==> config.mk <==
export PLATFORM = sky130hd
export DESIGN_NAME = ddr2_cmd_interp
export DESIGN_NICKNAME = d
export VERILOG_FILES = /design/src/common/ddr2_cmd_pkg.sv /design/src/common/bank_cmd_if.sv /design/src/rtl/bank_tracker.sv /design/src/rtl/ddr2_cmd_interp.sv
export VERILOG_INCLUDE_DIRS = /design/src /design/src/common
export SDC_FILE = /design/constraint.sdc
export NUM_CORES = 1
export LEC_CHECK = 0
export ABC_AREA = 1
export BUFFER_PORTS_ARGS = -buffer_cell sky130_fd_sc_hd__buf_2
export CAP_MARGIN = 10
export CORE_MARGIN = 10
export CORE_UTILIZATION = 52
export DETAILED_ROUTE_END_ITERATION = 16
export PLACE_DENSITY = 0.81
export SLEW_MARGIN = 10
export SYNTH_ARGS = -nofsm -noshare
export SYNTH_HDL_FRONTEND = slang
export SYNTH_SLANG_ARGS = --single-unit
==> constraint.sdc <==
create_clock -name clk_sys_in -period 4.02 [get_ports clk_sys_in]
set_clock_uncertainty 0.05 [all_clocks]
set_input_delay 0.804 -clock clk_sys_in [delete_from_list [all_inputs] [get_ports clk_sys_in]]
set_output_delay 0.804 -clock clk_sys_in [all_outputs]
set_load 0.01 [all_outputs]
==> src/common/ddr2_cmd_regs.svh <==
// timing counts, field positions and reset values of the command interpreter
`ifndef DDR2_CMD_REGS_SVH
`define DDR2_CMD_REGS_SVH

// spacings are counted in link clock edges
`define RCD_CK    6'h03
`define RP_CK     6'h03
`define WR_CK     6'h03
`define WTR_CK    6'h02
`define MRD_CK    6'h02
`define AP2WR_EXTRA 6'h02

// mode register 0 fields on the address inputs
`define BL_LSB    0
`define BL_MSB    2
`define CL_LSB    4
`define CL_MSB    6
`define AP_BIT    10
`define BL8_CODE  3'h3
`define MR_RST    14'h0032

`endif

==> src/common/ddr2_cmd_pkg.sv <==
// shared types of the command interpreter
`default_nettype none
package ddr2_cmd_pkg;
  typedef enum logic [2:0] {
    CMD_NOP = 3'b000,
    CMD_ACT = 3'b001,
    CMD_RD  = 3'b010,
    CMD_WR  = 3'b011,
    CMD_PRE = 3'b100,
    CMD_REF = 3'b101,
    CMD_MRS = 3'b110,
    CMD_DES = 3'b111
  } cmd_t;

  typedef enum logic [2:0] {
    BK_IDLE  = 3'b000,
    BK_ACTV  = 3'b001,
    BK_OPEN  = 3'b010,
    BK_READ  = 3'b011,
    BK_WRITE = 3'b100,
    BK_RDAP  = 3'b101,
    BK_WRAP  = 3'b110,
    BK_PRE   = 3'b111
  } bank_state_t;

  typedef enum logic [1:0] {
    AP_NONE = 2'b00,
    AP_RD   = 2'b01,
    AP_WR   = 2'b10
  } ap_kind_t;
endpackage
`default_nettype wire

==> src/common/bank_cmd_if.sv <==
// command carrier between the decoder and one bank tracker
`default_nettype none
interface bank_cmd_if;
  import ddr2_cmd_pkg::*;
  logic        tick;
  logic        valid;
  cmd_t        cmd;
  logic        ap;
  logic [13:0] row;
  logic [2:0]  wl;
  logic [2:0]  bl_half;
  logic        legal;
  bank_state_t state;
  logic [13:0] row_q;

  modport ctrl (output tick, valid, cmd, ap, row, wl, bl_half, input legal, state, row_q);
  modport bank (input tick, valid, cmd, ap, row, wl, bl_half, output legal, state, row_q);
endinterface
`default_nettype wire

==> src/rtl/bank_tracker.sv <==
// state and delay counter of one bank
`include "ddr2_cmd_regs.svh"
`default_nettype none
module bank_tracker
  import ddr2_cmd_pkg::*;
(
  input  wire logic   clk_sys_in,
  input  wire logic   sys_rst_in,
  bank_cmd_if.bank    bif
);
  bank_state_t state_q;
  logic [5:0]  cnt_q;
  logic [13:0] row_q;

  assign bif.state = state_q;
  assign bif.row_q = row_q;

  // what this bank's own state permits; activate and auto-precharge phases refuse same-bank commands, precharge phase takes only precharge
  always_comb
  begin
    case (bif.cmd)
      CMD_ACT: bif.legal = (state_q == BK_IDLE);
      CMD_RD,
      CMD_WR:  bif.legal = (state_q == BK_OPEN) || (state_q == BK_READ) || (state_q == BK_WRITE);
      CMD_PRE: bif.legal = (state_q == BK_IDLE) || (state_q == BK_OPEN) || (state_q == BK_READ)
                           || (state_q == BK_WRITE) || (state_q == BK_PRE);
      default: bif.legal = 1'b0;
    endcase
  end

  // state walk; each timed phase ends when its counter runs out on a link edge, a read or write phase also on an accepted same-bank command
  always_ff @(posedge clk_sys_in)
  begin
    if (sys_rst_in)
    begin
      state_q <= BK_IDLE;
      cnt_q   <= 6'h00;
    end
    else if (bif.tick && bif.valid && bif.legal)
    begin
      case (bif.cmd)
        CMD_ACT:
        begin
          state_q <= BK_ACTV;
          cnt_q   <= `RCD_CK;
        end
        CMD_RD:
        begin
          state_q <= bif.ap ? BK_RDAP : BK_READ;
          cnt_q   <= {3'h0, bif.bl_half};
        end
        CMD_WR:
        begin
          state_q <= bif.ap ? BK_WRAP : BK_WRITE;
          cnt_q   <= {3'h0, bif.wl} + {3'h0, bif.bl_half} + (bif.ap ? `WR_CK : 6'h00);
        end
        CMD_PRE:
        begin
          if (state_q != BK_IDLE)
          begin
            state_q <= BK_PRE;
            cnt_q   <= `RP_CK;
          end
        end
        default:
        begin
          state_q <= state_q;
        end
      endcase
    end
    else if (bif.tick && cnt_q != 6'h00)
    begin
      cnt_q <= cnt_q - 6'h01;
      if (cnt_q == 6'h01)
      begin
        case (state_q)
          BK_ACTV, BK_READ, BK_WRITE: state_q <= BK_OPEN;
          BK_RDAP, BK_WRAP:
          begin
            state_q <= BK_PRE;
            cnt_q   <= `RP_CK;
          end
          BK_PRE:  state_q <= BK_IDLE;
          default: state_q <= state_q;
        endcase
      end
    end
  end

  // open row kept until the next activate; precharge leaves it in place
  always_ff @(posedge clk_sys_in)
  begin
    if (sys_rst_in)
      row_q <= 14'h0000;
    else if (bif.tick && bif.valid && bif.legal && bif.cmd == CMD_ACT)
      row_q <= bif.row;
  end
endmodule // bank_tracker
`default_nettype wire

==> src/rtl/ddr2_cmd_interp.sv <==
// command decoder and inter-bank scheduler of a four-bank ddr2 device
`include "ddr2_cmd_regs.svh"
`default_nettype none
// What this block does
// decode commands from select, ras, cas, we and cke at rising link clock
// select high ignores new commands; ongoing operations continue
// nop registers nothing and disturbs nothing
// decode activate, read, write and precharge from ras, cas, we levels
// accept commands only when cke was high on previous and current edge
// while another bank is idle, accept whatever this bank permits
// with another bank busy, accept activate/read/write/precharge the target allows
// bank idle after precharge time elapsed and bursts finished
// bank row-active after activate-to-access delay with no burst running
// controller writes during another bank's read only after burst ends
// controller waits max of two or write-to-read delay before read
// refresh and mode load only with all banks idle
// read auto precharge starts at earliest legal explicit precharge point
// write auto precharge starts when write recovery ends
// during auto precharge accept other-bank commands not disturbing transfers
// read after write-ap waits latency minus one, half burst, write-to-read
// write after write-ap waits half burst; after read-ap half burst plus two
// read after read-ap waits half burst; precharge or activate one clock
// mode load: bank inputs pick the register, address supplies contents
// no executable command until mode-register set delay has elapsed
// activate opens the given row in the given bank until precharged
// controller precharges before opening another row in the same bank
// unlisted states and sequences are illegal
// address bit ten selects auto precharge on read or write
// per-bank state and counters check every command; spacing is checked only after auto precharge and mode load
module ddr2_cmd_interp
  import ddr2_cmd_pkg::*;
(
  input  wire logic                      clk_sys_in,
  input  wire logic                      sys_rst_in,
  input  wire logic                      ddr_ck_in,
  input  wire logic                      cs_n_in,
  input  wire logic                      ras_n_in,
  input  wire logic                      cas_n_in,
  input  wire logic                      we_n_in,
  input  wire logic                      cke_in,
  input  wire logic [1:0]                ba_in,
  input  wire logic [13:0]               addr_in,
  output var  ddr2_cmd_pkg::cmd_t        cmd_code_out,
  output logic                           cmd_accept_out,
  output logic                           cmd_reject_out,
  output logic [1:0]                     cmd_bank_out,
  output logic                           mr_wr_out,
  output logic [1:0]                     mr_sel_out,
  output logic [13:0]                    mr_data_out,
  output logic [11:0]                    bank_state_out,
  output logic [55:0]                    bank_row_out
);
  import ddr2_cmd_pkg::*;

  logic [20:0] pin_s1_q;
  logic [20:0] pin_s2_q;
  logic        ck_s3_q;
  logic        tick;
  logic        cke_prev_q;
  logic        cs_n;
  logic        cke;
  logic [2:0]  rcw;
  logic [1:0]  ba;
  logic [13:0] addr;
  cmd_t        cmd;
  logic [13:0] mr_q [4];
  logic [2:0]  wl;
  logic [2:0]  bl_half;
  ap_kind_t    ap_kind_q;
  logic [1:0]  ap_bank_q;
  logic [5:0]  ap_cnt_q;
  logic [5:0]  ap_need;
  logic        spacing_ok;
  logic [5:0]  mrd_cnt_q;
  logic        all_idle;
  logic        cke_ok;
  logic        exec;
  logic        target_ok;
  logic        accept;
  logic [3:0]  legal_v;
  logic [3:0]  idle_v;

  bank_cmd_if bif [4] ();

  // two-stage sync of every pin but address bit 13; bundling keeps all lines aligned to the same edge
  always_ff @(posedge clk_sys_in)
  begin
    if (sys_rst_in)
    begin
      pin_s1_q <= 21'h1f0000;
      pin_s2_q <= 21'h1f0000;
      ck_s3_q  <= 1'b0;
    end
    else
    begin
      pin_s1_q <= {cs_n_in, ras_n_in, cas_n_in, we_n_in, cke_in, ddr_ck_in, ba_in, addr_in[12:0]};
      pin_s2_q <= pin_s1_q;
      ck_s3_q  <= pin_s2_q[15];
    end
  end

  // address bit 13 is unused by this density; row width kept at fourteen with top bit zero
  assign cs_n = pin_s2_q[20];
  assign rcw  = pin_s2_q[19:17];
  assign cke  = pin_s2_q[16];
  assign tick = pin_s2_q[15] && !ck_s3_q;
  assign ba   = pin_s2_q[14:13];
  assign addr = {1'b0, pin_s2_q[12:0]};

  // command decode; reserved pattern counts as nop
  always_comb
  begin
    if (cs_n)
      cmd = CMD_DES;
    else
    begin
      case (rcw)
        3'b011:  cmd = CMD_ACT;
        3'b101:  cmd = CMD_RD;
        3'b100:  cmd = CMD_WR;
        3'b010:  cmd = CMD_PRE;
        3'b001:  cmd = CMD_REF;
        3'b000:  cmd = CMD_MRS;
        default: cmd = CMD_NOP;
      endcase
    end
  end

  // cke history sampled only on link edges
  always_ff @(posedge clk_sys_in)
  begin
    if (sys_rst_in)
      cke_prev_q <= 1'b0;
    else if (tick)
      cke_prev_q <= cke;
  end

  assign cke_ok = cke && cke_prev_q;
  assign wl      = mr_q[0][`CL_MSB:`CL_LSB] - 3'h1;
  assign bl_half = (mr_q[0][`BL_MSB:`BL_LSB] == `BL8_CODE) ? 3'h4 : 3'h2;

  // bank trackers, one per bank
  genvar g;
  generate
    for (g = 0; g < 4; g++)
    begin : g_bank
      assign bif[g].tick    = tick;
      assign bif[g].valid   = accept && (ba == 2'(g) || (cmd == CMD_PRE && addr[`AP_BIT]));
      assign bif[g].cmd     = cmd;
      assign bif[g].ap      = addr[`AP_BIT];
      assign bif[g].row     = addr;
      assign bif[g].wl      = wl;
      assign bif[g].bl_half = bl_half;
      assign legal_v[g]     = bif[g].legal;
      assign idle_v[g]      = (bif[g].state == BK_IDLE);
      assign bank_state_out[3*g +: 3] = bif[g].state;
      assign bank_row_out[14*g +: 14] = bif[g].row_q;
      bank_tracker u_bank (
        .clk_sys_in (clk_sys_in),
        .sys_rst_in (sys_rst_in),
        .bif        (bif[g])
      );
    end
  endgenerate

  assign all_idle = &idle_v;

  // least spacing after an auto-precharge access in another bank
  always_comb
  begin
    ap_need = 6'h01;
    if (ap_kind_q == AP_WR)
    begin
      if (cmd == CMD_RD)
        ap_need = {3'h0, wl} + {3'h0, bl_half} + `WTR_CK;
      else if (cmd == CMD_WR)
        ap_need = {3'h0, bl_half};
    end
    else if (ap_kind_q == AP_RD)
    begin
      if (cmd == CMD_RD)
        ap_need = {3'h0, bl_half};
      else if (cmd == CMD_WR)
        ap_need = {3'h0, bl_half} + `AP2WR_EXTRA;
    end
  end

  assign spacing_ok = (ap_kind_q == AP_NONE) || (ap_bank_q == ba) || (ap_cnt_q + 6'h01 >= ap_need);

  // target check: precharge-all needs every bank fit, refresh and mode load every bank idle, others only the addressed one
  always_comb
  begin
    case (cmd)
      CMD_REF,
      CMD_MRS: target_ok = all_idle;
      CMD_PRE: target_ok = addr[`AP_BIT] ? &legal_v : legal_v[ba];
      default: target_ok = legal_v[ba];
    endcase
  end

  assign exec   = tick && cke_ok && cmd != CMD_DES && cmd != CMD_NOP;
  assign accept = exec && target_ok && spacing_ok && mrd_cnt_q <= 6'h01;

  // tracker of the last auto-precharge access, counted in link edges
  always_ff @(posedge clk_sys_in)
  begin
    if (sys_rst_in)
    begin
      ap_kind_q <= AP_NONE;
      ap_bank_q <= 2'h0;
      ap_cnt_q  <= 6'h00;
    end
    else if (accept && (cmd == CMD_RD || cmd == CMD_WR) && addr[`AP_BIT])
    begin
      ap_kind_q <= (cmd == CMD_RD) ? AP_RD : AP_WR;
      ap_bank_q <= ba;
      ap_cnt_q  <= 6'h00;
    end
    else if (tick && ap_cnt_q != 6'h3e)
      ap_cnt_q <= ap_cnt_q + 6'h01;                                        // stops one short so count plus one never wraps
  end

  // mode-register set delay
  always_ff @(posedge clk_sys_in)
  begin
    if (sys_rst_in)
      mrd_cnt_q <= 6'h00;
    else if (accept && cmd == CMD_MRS)
      mrd_cnt_q <= `MRD_CK;
    else if (tick && mrd_cnt_q != 6'h00)
      mrd_cnt_q <= mrd_cnt_q - 6'h01;
  end

  // mode registers; bank inputs pick which one is loaded
  always_ff @(posedge clk_sys_in)
  begin
    if (sys_rst_in)
    begin
      for (int i = 0; i < 4; i++)
        mr_q[i] <= (i == 0) ? `MR_RST : 14'h0000;
    end
    else if (accept && cmd == CMD_MRS)
      mr_q[ba] <= addr;
  end

  // registered outcome of each link edge carrying an executable command
  always_ff @(posedge clk_sys_in)
  begin
    if (sys_rst_in)
    begin
      cmd_code_out   <= CMD_NOP;
      cmd_accept_out <= 1'b0;
      cmd_reject_out <= 1'b0;
      cmd_bank_out   <= 2'h0;
      mr_wr_out      <= 1'b0;
      mr_sel_out     <= 2'h0;
      mr_data_out    <= 14'h0000;
    end
    else
    begin
      cmd_accept_out <= accept;
      cmd_reject_out <= exec && !accept;
      mr_wr_out      <= accept && cmd == CMD_MRS;
      if (exec)
      begin
        cmd_code_out <= cmd;
        cmd_bank_out <= ba;
      end
      if (accept && cmd == CMD_MRS)
      begin
        mr_sel_out  <= ba;
        mr_data_out <= addr;
      end
    end
  end
endmodule // ddr2_cmd_interp
`default_nettype wire

* Yosys cells after proc, flatten, opt, wreduce, memory -nomap -nowiden
Memories as Yosys holds them, arrays and structs flattened. Cells that the tools add are included.
Word-level totals: bits in registers 171, memories 1, RAM bits 52, output and inout bits 92, bits of input ports 24
Cells by class: $add $sub $neg 11, order comparisons 3, reductions and logical operators 121, equal/unequal tests 60, muxes and demuxes 79
Memories:
- mr_q | depth 4, bits a word 13, rd ports 1, clocked after Yosys merged registers in 0, wr ports 4, RTL line ddr2_cmd_interp.sv:66 | logic [13:0] mr_q [4];
Operators with widths (count):
- 6-bit two-way mux | 22
- 6-bit case mux with 4 select lines | 4
- 3-bit == test (second input constant) | 21
- 3-bit two-way mux | 20
- 3-bit case mux with 4 select lines | 4
- 3-bit by 2-bit == test with 1-bit output (second input constant) | 13
- 3-bit case mux with 3 select lines | 4
- 1-bit logical AND | 35
- 1-bit logical OR | 31
- 6-bit nonzero test | 5
- 6-bit by 1-bit subtractor with 6-bit output (second input constant) | 5
- 6-bit by 1-bit == test with 1-bit output (second input constant) | 4
- 5-bit != test (second input constant) | 4
- 5-bit AND reduction | 4
- 3-bit by 1-bit == test with 1-bit output (second input constant) | 6
- 3-bit case mux with 6 select lines | 1
- 2-bit nonzero test | 9
- 4-bit nonzero test | 4
- 2-bit OR reduction | 8
- 3-bit zero test | 5
- 3-bit != test (second input constant) | 5
- 3-bit nonzero test | 5
- 13-bit two-way mux | 1
- 13-bit OR reduction | 1
- 24 further kinds | 53

* Logic depth before layout (Yosys ltp)
Gate-level depths: netlist of the first run.
word-level depth 19, mapped depth 25, mapped depth without buffers 24

* By module
From an unflattened synthesis of the first run, not the netlist that was laid out.
Unflattened totals: cell total of the unflattened synthesis 1331, area total of the unflattened synthesis 9565.4 um2
By module, submodules not included:
- ddr2_cmd_interp | cells an instance 499, sequential area each 1841.8 um2, area an instance 3792.4 um2, times used 1
- bank_tracker (g_bank[0].u_bank ...) | cells an instance 209, sequential area each 460.4 um2, area an instance 1446.4 um2, times used 2
- bank_tracker (g_bank[1].u_bank ...) | cells an instance 207, sequential area each 460.4 um2, area an instance 1440.1 um2, times used 2

* Worst setup path before layout of the first run
No wires, ideal clock.
path type reg2reg, from memory mr_q[0][4] (netlist name), to memory mr_q[0][0] (netlist name) (enable), required time 3.613 ns, slack 0.011 ns, data arrival time 3.602 ns, buffers on the path 1, stages on the path, launching flop included 24, cells stage by stage edfxtp_1 > inv_1 > ha_1 > inv_1 > ha_1 > inv_1 > fa_1 > inv_1 > ha_1 > nand2_1 > nand2_1 > a32oi_1 > ha_1 > nand2_1 > nand2_1 > nand2_1 > nand2_1 > nand2_1 > a21oi_1 > nand2_4 > inv_4 > nand3_4 > buf_2 > o21ai_1
RTL lines (RTL line):
- from (decl) | ddr2_cmd_interp.sv:66

* Worst setup path after layout of the first run
from memory mr_q[0][4] (netlist name), to register g_bank[3].u_bank.row_q[2]
Between the ends: cells in the longest elaborated chain, start to end 14
Ends and longest elaborated chain:
- memory read 4 x 13 bit
- 3-bit by 1-bit subtractor with 3-bit output | RTL line ddr2_cmd_interp.sv:139 | assign wl = mr_q[0][`CL_MSB:`CL_LSB] - 3'h1;
- 3-bit by 3-bit adder with 4-bit output | RTL line ddr2_cmd_interp.sv:175 | ap_need = {3'h0, wl} + {3'h0, bl_half} + `WTR_CK;
- 6-bit by 2-bit adder with 6-bit output (no line)
- 6-bit two-way mux | RTL line ddr2_cmd_interp.sv:174 | if (cmd == CMD_RD)
- 6-bit two-way mux | RTL line ddr2_cmd_interp.sv:172 | if (ap_kind_q == AP_WR)
- 6-bit greater-or-equal comparator | RTL line ddr2_cmd_interp.sv:188 | assign spacing_ok = (ap_kind_q == AP_NONE) || (ap_bank_q == ba) || (ap_cnt_q + 6'h01 >= ap_need);
- 1-bit logical OR | RTL line ddr2_cmd_interp.sv:188
- 1-bit logical AND (2 in series) | RTL line ddr2_cmd_interp.sv:202 | assign accept = exec && target_ok && spacing_ok && mrd_cnt_q <= 6'h01;
- 1-bit logical AND | RTL line ddr2_cmd_interp.sv:148 | assign bif[g].valid = accept && (ba == 2'(g) || (cmd == CMD_PRE && addr[`AP_BIT]));
- 1-bit logical AND (3 in series) | RTL line bank_tracker.sv:95 | else if (bif.tick && bif.valid && bif.legal && bif.cmd == CMD_ACT)
- to (signal assigned) | RTL line bank_tracker.sv:96 | row_q <= bif.row;
- to (decl) | RTL line bank_tracker.sv:13 | logic [13:0] row_q;
No other way between the ends. A chain may end at the register's enable or synchronous reset.

==> run_results.csv, run 1 <==
group,metric,value,unit
status,outcome,"finished, final reports clean",
critical_path,cp_max_fo,7,
sta,worst_slack,0.1176,ns
synthesis,post-synth-top-area-cell,"dfxtp_1",
global_route,grt_pass1_vias,7263,
critical_path,cpMostUsedCell,"nand2_1",
place,numPortBuffers,109,
route,met3_length,1979,um
route,dr_total_vias,7767,
die,core-area,0.01594,mm^2
die,die_x,147.6,um
layout,diodes,0,
layout,utilization,62.34,%
route,drtAntennaViolNets,0,
global_route,grt_max_degree,70,
global_route,grt_use_total,20.00,%
die,die_h,147.6,um
critical_path,cpLargestDelayFamily,"adder cells",
die,dieArea,0.02179,mm^2
route,dr.max_layer_used,"met4",
layout,area_growth,17.38,%
synthesis,synth_flop_cell,"dfxtp_1",
sta,drv_slew,0,
place,gp_congestion,0.9260,
route,vias_per_cell,5.244,
synthesis,synth_top_area_share,40.43,%
critical_path,arrival,4.22,ns
route,drtPass1Iterations,5,
job,drv_cap,0,
clock_tree,clk_path_buf_depth,2,
sta,fmax,0.2563,GHz
critical_path,cpPeakStageDelay,0.53,ns
synthesis,ys_seq_area_share,42.56,%
route,met2WireLength,10770,um
synthesis,synth_cells,1138,
layout,drive_gt1_share,19.05,%
global_route,grt-ovfl-total,0,
synthesis,synth_edf_count,6,
critical_path,path_buf_inv,5,
sta,relSlewSlack,45.05,%
layout,layout.nets,1301,
critical_path,slowest_stage,"fa_1",
synthesis,synth_cell_types,44,
clock_tree,clk_root_buffer_cell,"clkbuf_16",
route,wl_met1,9727,um
place,place_hpwl,15800,um
clock_tree,insertion_delay,0.44,ns
clock_tree,cts_tree,"built",
critical_path,crit_chain,"inv_2, ha_4, inv_4, ha_4, inv_2, fa_1, inv_2, ha_1, nand2_1, nand2_1, a32oi_2, ha_1, nand2_1, nand2_1, nand2_1, nand2_1, nand2_2, a21oi_4, buf_12, nand3_4, nor2_4, o21ai_1, a21oi_1",
place,dp_slack,0.1020,ns
sta,post-route-min-period,3.902,ns
critical_path,worstSetupPathType,"reg -> reg",
critical_path,cp_data_required_time,4.34,ns
route,wirelength,23060,um
synthesis,syn-mean-instance-area,7.440,um^2
synthesis,async_reset_ff_share,0,%
critical_path,startpoint_type,"flip-flop",
route,detail_route.iter0.violations,649,
sta,finalSetupViolations,0,
clock_tree,cts-buffers-inserted,17,
synthesis,synth_warnings,0,
synthesis,synth_area,0.008467,mm^2
critical_path,end_kind,"flip-flop",
pwr,p_per_area,352.0,mW/mm^2
sta,hold_violations,0,
die,initial_core_util,53.11,%
die,ios,116,
pwr,vdd_drop_max,0.2945,mV
route,drcViolationCount,0,
sta,worstMarginPinSlew,0.8230,ns
pwr,p_leak,4.722,nW
sta,finalCritPeriodShare,97.07,%
sta,rsz0062_at_grt,"true",
clock_tree,cts_max_level,4,
route,wl_per_cell,15.57,um
synthesis,yosys-top-cells-area,"dfxtp_1 (40%), nand2_1 (7.4%), inv_1 (7.2%)",
global_route,grt_pass1_wl,36030,um
global_route,antenna_found_initial,0,
clock_tree,clk_pin_slew,0.07,ns
synthesis,ys_ff_latch,177,
hold_path,hp-class,"reg -> reg",
clock_tree,cts_sinks,177,
layout,fillerInstances,1370,
die,num_rows,46,
place,post-place-cells,1438,
layout,stdcell_count,1481,
==> metal layers <==
| metal | global-route usage [%] | up-vias |
|---|---|---|
| li1 | - | 3881 |
| met1 | 24.50 | 3538 |
| met2 | 32.39 | 301 |
| met3 | 5.647 | 47 |
| met4 | 8.226 | 0 |
| met5 | 0 | - |
==> cells in the final DEF (no fill, tap or decap), types with 4 or more instances in the layout <==
| cell type | count |
|---|---|
| inv_1 | 157 |
| or2_2 | 10 |
| nor3_1 | 7 |
| nand4_4 | 5 |
| a21oi_1 | 85 |
| ha_1 | 20 |
| inv_2 | 10 |
| nor2_4 | 8 |
| buf_2 | 109 |
| buf_4 | 18 |
| nor2_1 | 146 |
| nand4_1 | 15 |
| xor2_1 | 21 |
| dfxtp_1 | 171 |
| nor3_2 | 4 |
| conb_1 | 5 |
| nand2_4 | 5 |
| nand2_1 | 162 |
| o21ai_1 | 38 |
| nor2_2 | 7 |
| nand3_4 | 6 |
| clkbuf_16 | 18 |
| xnor2_1 | 5 |
| nand3_1 | 76 |
| nand3_2 | 6 |
| nand2_2 | 9 |
| o21ai_0 | 94 |
| edfxtp_1 | 6 |
==> power breakdown <==
part           leakage, nW  internal, W  total, W  switching [W]
combinational         3.02    0.0000459  0.000148       0.000102
clock                0.266     0.000820   0.00155       0.000733
sequential            1.44      0.00179   0.00180      0.0000125
==> layout make-up <==
type | instances | area (um^2) | area share (%)
Sequential cell | 177 | 3603 | 36.26
Clock buffer | 19 | 442.9 | 4.457
Tap cell | 216 | 270.3 | 2.719
Clock inverter | 12 | 100.1 | 1.007
Multi-Input combinational cell | 754 | 4099 | 41.24
Inverter | 170 | 643.1 | 6.471
Timing Repair Buffer | 133 | 779.5 | 7.843
==> what timing repair did <==
action / CTS / global route
hold buffers: 0 / 0
endpoints found under the setup margin: 0 / 128
resized for setup: 0 / 39
buffers inserted: 0 / 8
==> worst register-to-register path, stage by stage, from the launching register on <==
cell	delay [ns]
edfxtp_1	0.42
inv_2	0.11
ha_4	0.21
inv_4	0.05
ha_4	0.11
inv_2	0.03
fa_1	0.53
inv_2	0.05
ha_1	0.26
nand2_1	0.06
nand2_1	0.12
a32oi_2	0.07
ha_1	0.29
nand2_1	0.05
nand2_1	0.05
nand2_1	0.04
nand2_1	0.07
nand2_2	0.10
a21oi_4	0.24
buf_12	0.17
nand3_4	0.16
nor2_4	0.31
o21ai_1	0.11
a21oi_1	0.16
==> flip-flops by register name, indices dropped and copies added, names as in the netlist <==
signal	cells
ap_bank_q	2
ap_cnt_q	6
ap_kind_q	2
ck_s3_q	1
cke_prev_q	1
cmd_accept_out	1
cmd_bank_out	2
cmd_code_out	3
cmd_reject_out	1
g_bank.u_bank.bif.row_q	52
g_bank.u_bank.bif.state	12
g_bank.u_bank.cnt_q	24
mr_data_out	13
mr_q	6
mr_sel_out	2
mr_wr_out	1
mrd_cnt_q	6
pin_s1_q	21
pin_s2_q	21
==> path summary, 6_finish.rpt <==
check                      startpoint                                    endpoint  slack, ns  cells after the start
min reg2reg    pin_s1_q[1]$_SDFF_PP0_                      pin_s2_q[1]$_SDFF_PP0_       0.35                      2
max          mr_q[0][4]$_SDFFCE_PN1P_  g_bank[3].u_bank.bif.row_q[2]$_SDFFE_PP0P_       0.12                     23
min            pin_s1_q[1]$_SDFF_PP0_                      pin_s2_q[1]$_SDFF_PP0_       0.35                      2
max reg2reg  mr_q[0][4]$_SDFFCE_PN1P_  g_bank[3].u_bank.bif.row_q[2]$_SDFFE_PP0P_       0.12                     23
==> cell usage after synthesis (3+ instances only) <==
library cell,count
buf_2,5
nor2_4,5
or2_2,10
o21ai_0,102
dfxtp_1,171
nor2_2,6
inv_1,162
buf_4,11
nand4_2,3
nand2_2,8
ha_1,22
nor2_1,148
edfxtp_1,6
o21ai_1,30
nand3_2,4
a31oi_1,3
a21oi_1,86
clkbuf_1,16
inv_2,6
o31ai_1,3
xor2_1,21
nor3_1,7
nor3_2,4
nand4_1,15
nand3_1,77
nand2_1,166
xnor2_1,5
buf_6,7
nand3_4,6
buf_1,5
==> logic make-up after synthesis <==
family | after synthesis | share of synthesized area (%)
simple gates | 464 | 25.96
buf+inv | 215 | 10.94
compound gates | 231 | 14.08
fa+ha+maj | 24 | 3.724
other cells | 1 | 0.04429
xor+xnor | 26 | 2.690
flops | 177 | 42.56
==> metrics by stage <==
| step | setup TNS, ns | hold WS [ns] | power (W) | cell area (um^2) |
|---|---|---|---|---|
| after floorplan | 0 | 0.3383 | 0.001939 | 8482 |
| after global placement | 0 | 0.3387 | 0.001973 | 9158 |
| after detailed placement | 0 | 0.3421 | 0.001977 | 9158 |
| after CTS | 0 | 0.3510 | 0.003506 | 9701 |
| after global routing | -1.770 | 0.3648 | 0.003605 | 9938 |
| final | 0 | 0.3510 | 0.003498 | 9938 |
No activity file was read; power rests on OpenSTA's default activity.
==> run 2: changes to the inputs <==
- RECOVER_POWER: default -> 100
==> run 2 against run 1 <==
  * Routed wire length decreased by 0.47%
  * Cell area decreased by 1.1%
  * Largest cell class unchanged
  * Clock power about the same
  * Register-to-register slack about the same
==> run_results.csv, run 2 (synthesis gave the netlist of run 1 again) <==
group,metric,value,unit
critical_path,end_kind,"flip-flop",
global_route,grt_max_degree,70,
route,drtAntennaViolNets,0,
die,die_h,147.6,um
pwr,p_sw,0.0008448,W
pwr,p_leak,4.330,nW
pwr,p_int,0.002650,W
route,drcViolationCount,0,
route,wirelength,22950,um
global_route,grt_use_total,20.00,%
layout,layout.nets,1301,
global_route,grt_pass1_wl,36030,um
pwr,p_clk_share,44.3,%
route,dr_total_vias,7789,
layout,final_common_cell,"dfxtp_1",
sta,finalCritPeriodShare,97.14,%
sta,finalSetupViolations,0,
job,drv_cap,0,
clock_tree,cts_tree,"built",
clock_tree,postCtsHoldBufs,0,
route,detail_route.iter0.violations,649,
die,dieArea,0.02179,mm^2
pwr,vdd_drop_max,0.2931,mV
global_route,grt-ovfl-total,0,
sta,fmax,0.2561,GHz
pwr,p_sw_share,24.17,%
layout,largest_reg_flops,52,
sta,worstMarginPinSlew,0.8224,ns
critical_path,cp_data_required_time,4.30,ns
global_route,grt_pass1_vias,7263,
route,vias_per_cell,5.259,
clock_tree,cts-buffers-inserted,17,
place,place_hpwl,15800,um
clock_tree,cts_sinks,177,
route,drtPass1Iterations,5,
critical_path,rr_startpoint,"mr_q[0][4]$_SDFFCE_PN1P_",
hold_path,hp-class,"reg -> reg",
critical_path,worstSetupStartpoint,"mr_q[0][4]$_SDFFCE_PN1P_",
die,initial_core_util,53.11,%
sta,post-route-min-period,3.905,ns
pwr,total_power,0.003495,W
die,core-area,0.01594,mm^2
clock_tree,cts_max_level,4,
sta,holdWs,0.3511,ns
layout,layout_common_cells,"dfxtp_1 (171), nand2_1 (162), inv_1 (157)",
sta,rsz0062_at_grt,"true",
status,outcome,"finished, final reports clean",
die,die_x,147.6,um
layout,drive_gt1_share,12.02,%
pwr,pwr-share-seq,51.4,%
layout,area_growth,16.03,%
critical_path,cp_max_fo,10,
sta,drv_slew,0,
sta,relSlewSlack,45.10,%
critical_path,startpoint_type,"flip-flop",
die,ios,116,
critical_path,worstSetupPathType,"reg -> reg",
critical_path,arrival,4.19,ns
clock_tree,clk_root_buffer_cell,"clkbuf_16",
clock_tree,clk_pin_slew,0.07,ns
clock_tree,insertion_delay,0.44,ns
layout,largest-register,"g_bank.u_bank.bif.row_q",
pwr,p_comb_share,4.2,%
sta,hold_violations,0,
place,numPortBuffers,109,
global_route,antenna_found_initial,0,
pwr,p_per_area,355.8,mW/mm^2
layout,utilization,61.62,%
route,wl_per_cell,15.49,um
die,num_rows,46,
layout,top_regs,"g_bank.u_bank.bif.row_q (52), g_bank.u_bank.cnt_q (24)",
layout,diodes,0,
place,gp_congestion,0.9260,
hold_path,hp-start,"pin_s1_q[1]$_SDFF_PP0_",
clock_tree,clk_path_buf_depth,2,
==> run 2: final timing paths <==
kind                                            endpoint  slack (ns)  cells past startpoint
setup / recovery  g_bank[3].u_bank.cnt_q[0]$_SDFFE_PP0P_        0.11                     25
hold / removal                    pin_s2_q[1]$_SDFF_PP0_        0.35                      2
setup reg to reg  g_bank[3].u_bank.cnt_q[0]$_SDFFE_PP0P_        0.11                     25
hold reg to reg                   pin_s2_q[1]$_SDFF_PP0_        0.35                      2
==> run 2: area by class of cell <==
cell class	instances	area, um^2
clock buffer	19	442.9
inverter	170	643.1
multi-input combinational	754	4099
timing repair buffer	133	665.6
fill	1441	6118
tap	216	270.3
sequential	177	3603
clock inverter	12	100.1
==> run 2: metrics by stage <==
stage	worst slack [ns]	TNS (ns)	std cells	area (um^2)
3_5_place_dp	0.1020	0	1438	9158
3_3_place_gp	0.1663	0	1438	9158
5_1_grt	-0.07785	-1.769	1481	9824
6_report	0.1148	0	1481	9824
2_1_floorplan	0.01127	0	1142	8482
4_1_cts	0.06690	0	1469	9701
==> run 2: timing repair <==
action | CTS | global route
buffers inserted | 0 | 8
endpoints found under the setup margin | 0 | 128
gates resized for setup | 0 | 39
endpoints found under the hold margin | 0 | 0
==> run 2: critical path, cell delays in order, from the launching register on <==
cell      delay, ns
edfxtp_1       0.42
inv_2          0.11
ha_4           0.21
inv_4          0.05
ha_4           0.11
inv_2          0.03
fa_1           0.53
inv_2          0.05
ha_1           0.26
nand2_1        0.06
nand2_1        0.12
a32oi_2        0.07
ha_1           0.29
nand2_1        0.05
nand2_1        0.05
nand2_1        0.04
nand2_1        0.07
nand2_2        0.11
a21oi_4        0.24
buf_12         0.17
nand3_4        0.16
buf_6          0.24
o21ai_0        0.06
o21ai_0        0.10
nor2_1         0.11
nor2_1         0.04
==> run 2: per-layer routing <==
layer	track usage, %	share of wire [%]
met1	24.50	42
met2	32.39	47
met3	5.647	8.3
met4	8.226	2.5
met5	0	0
==> run 2: power groups by stage <==
stage | sequential [W] | clock [W] | combinational, W
2_1_floorplan | 0.00183 | 0 | 0.000104
3_3_place_gp | 0.00184 | 0 | 0.000136
3_5_place_dp | 0.00184 | 0 | 0.000139
4_1_cts | 0.00180 | 0.00157 | 0.000140
5_1_grt | 0.00180 | 0.00164 | 0.000164
6_report | 0.00180 | 0.00155 | 0.000147
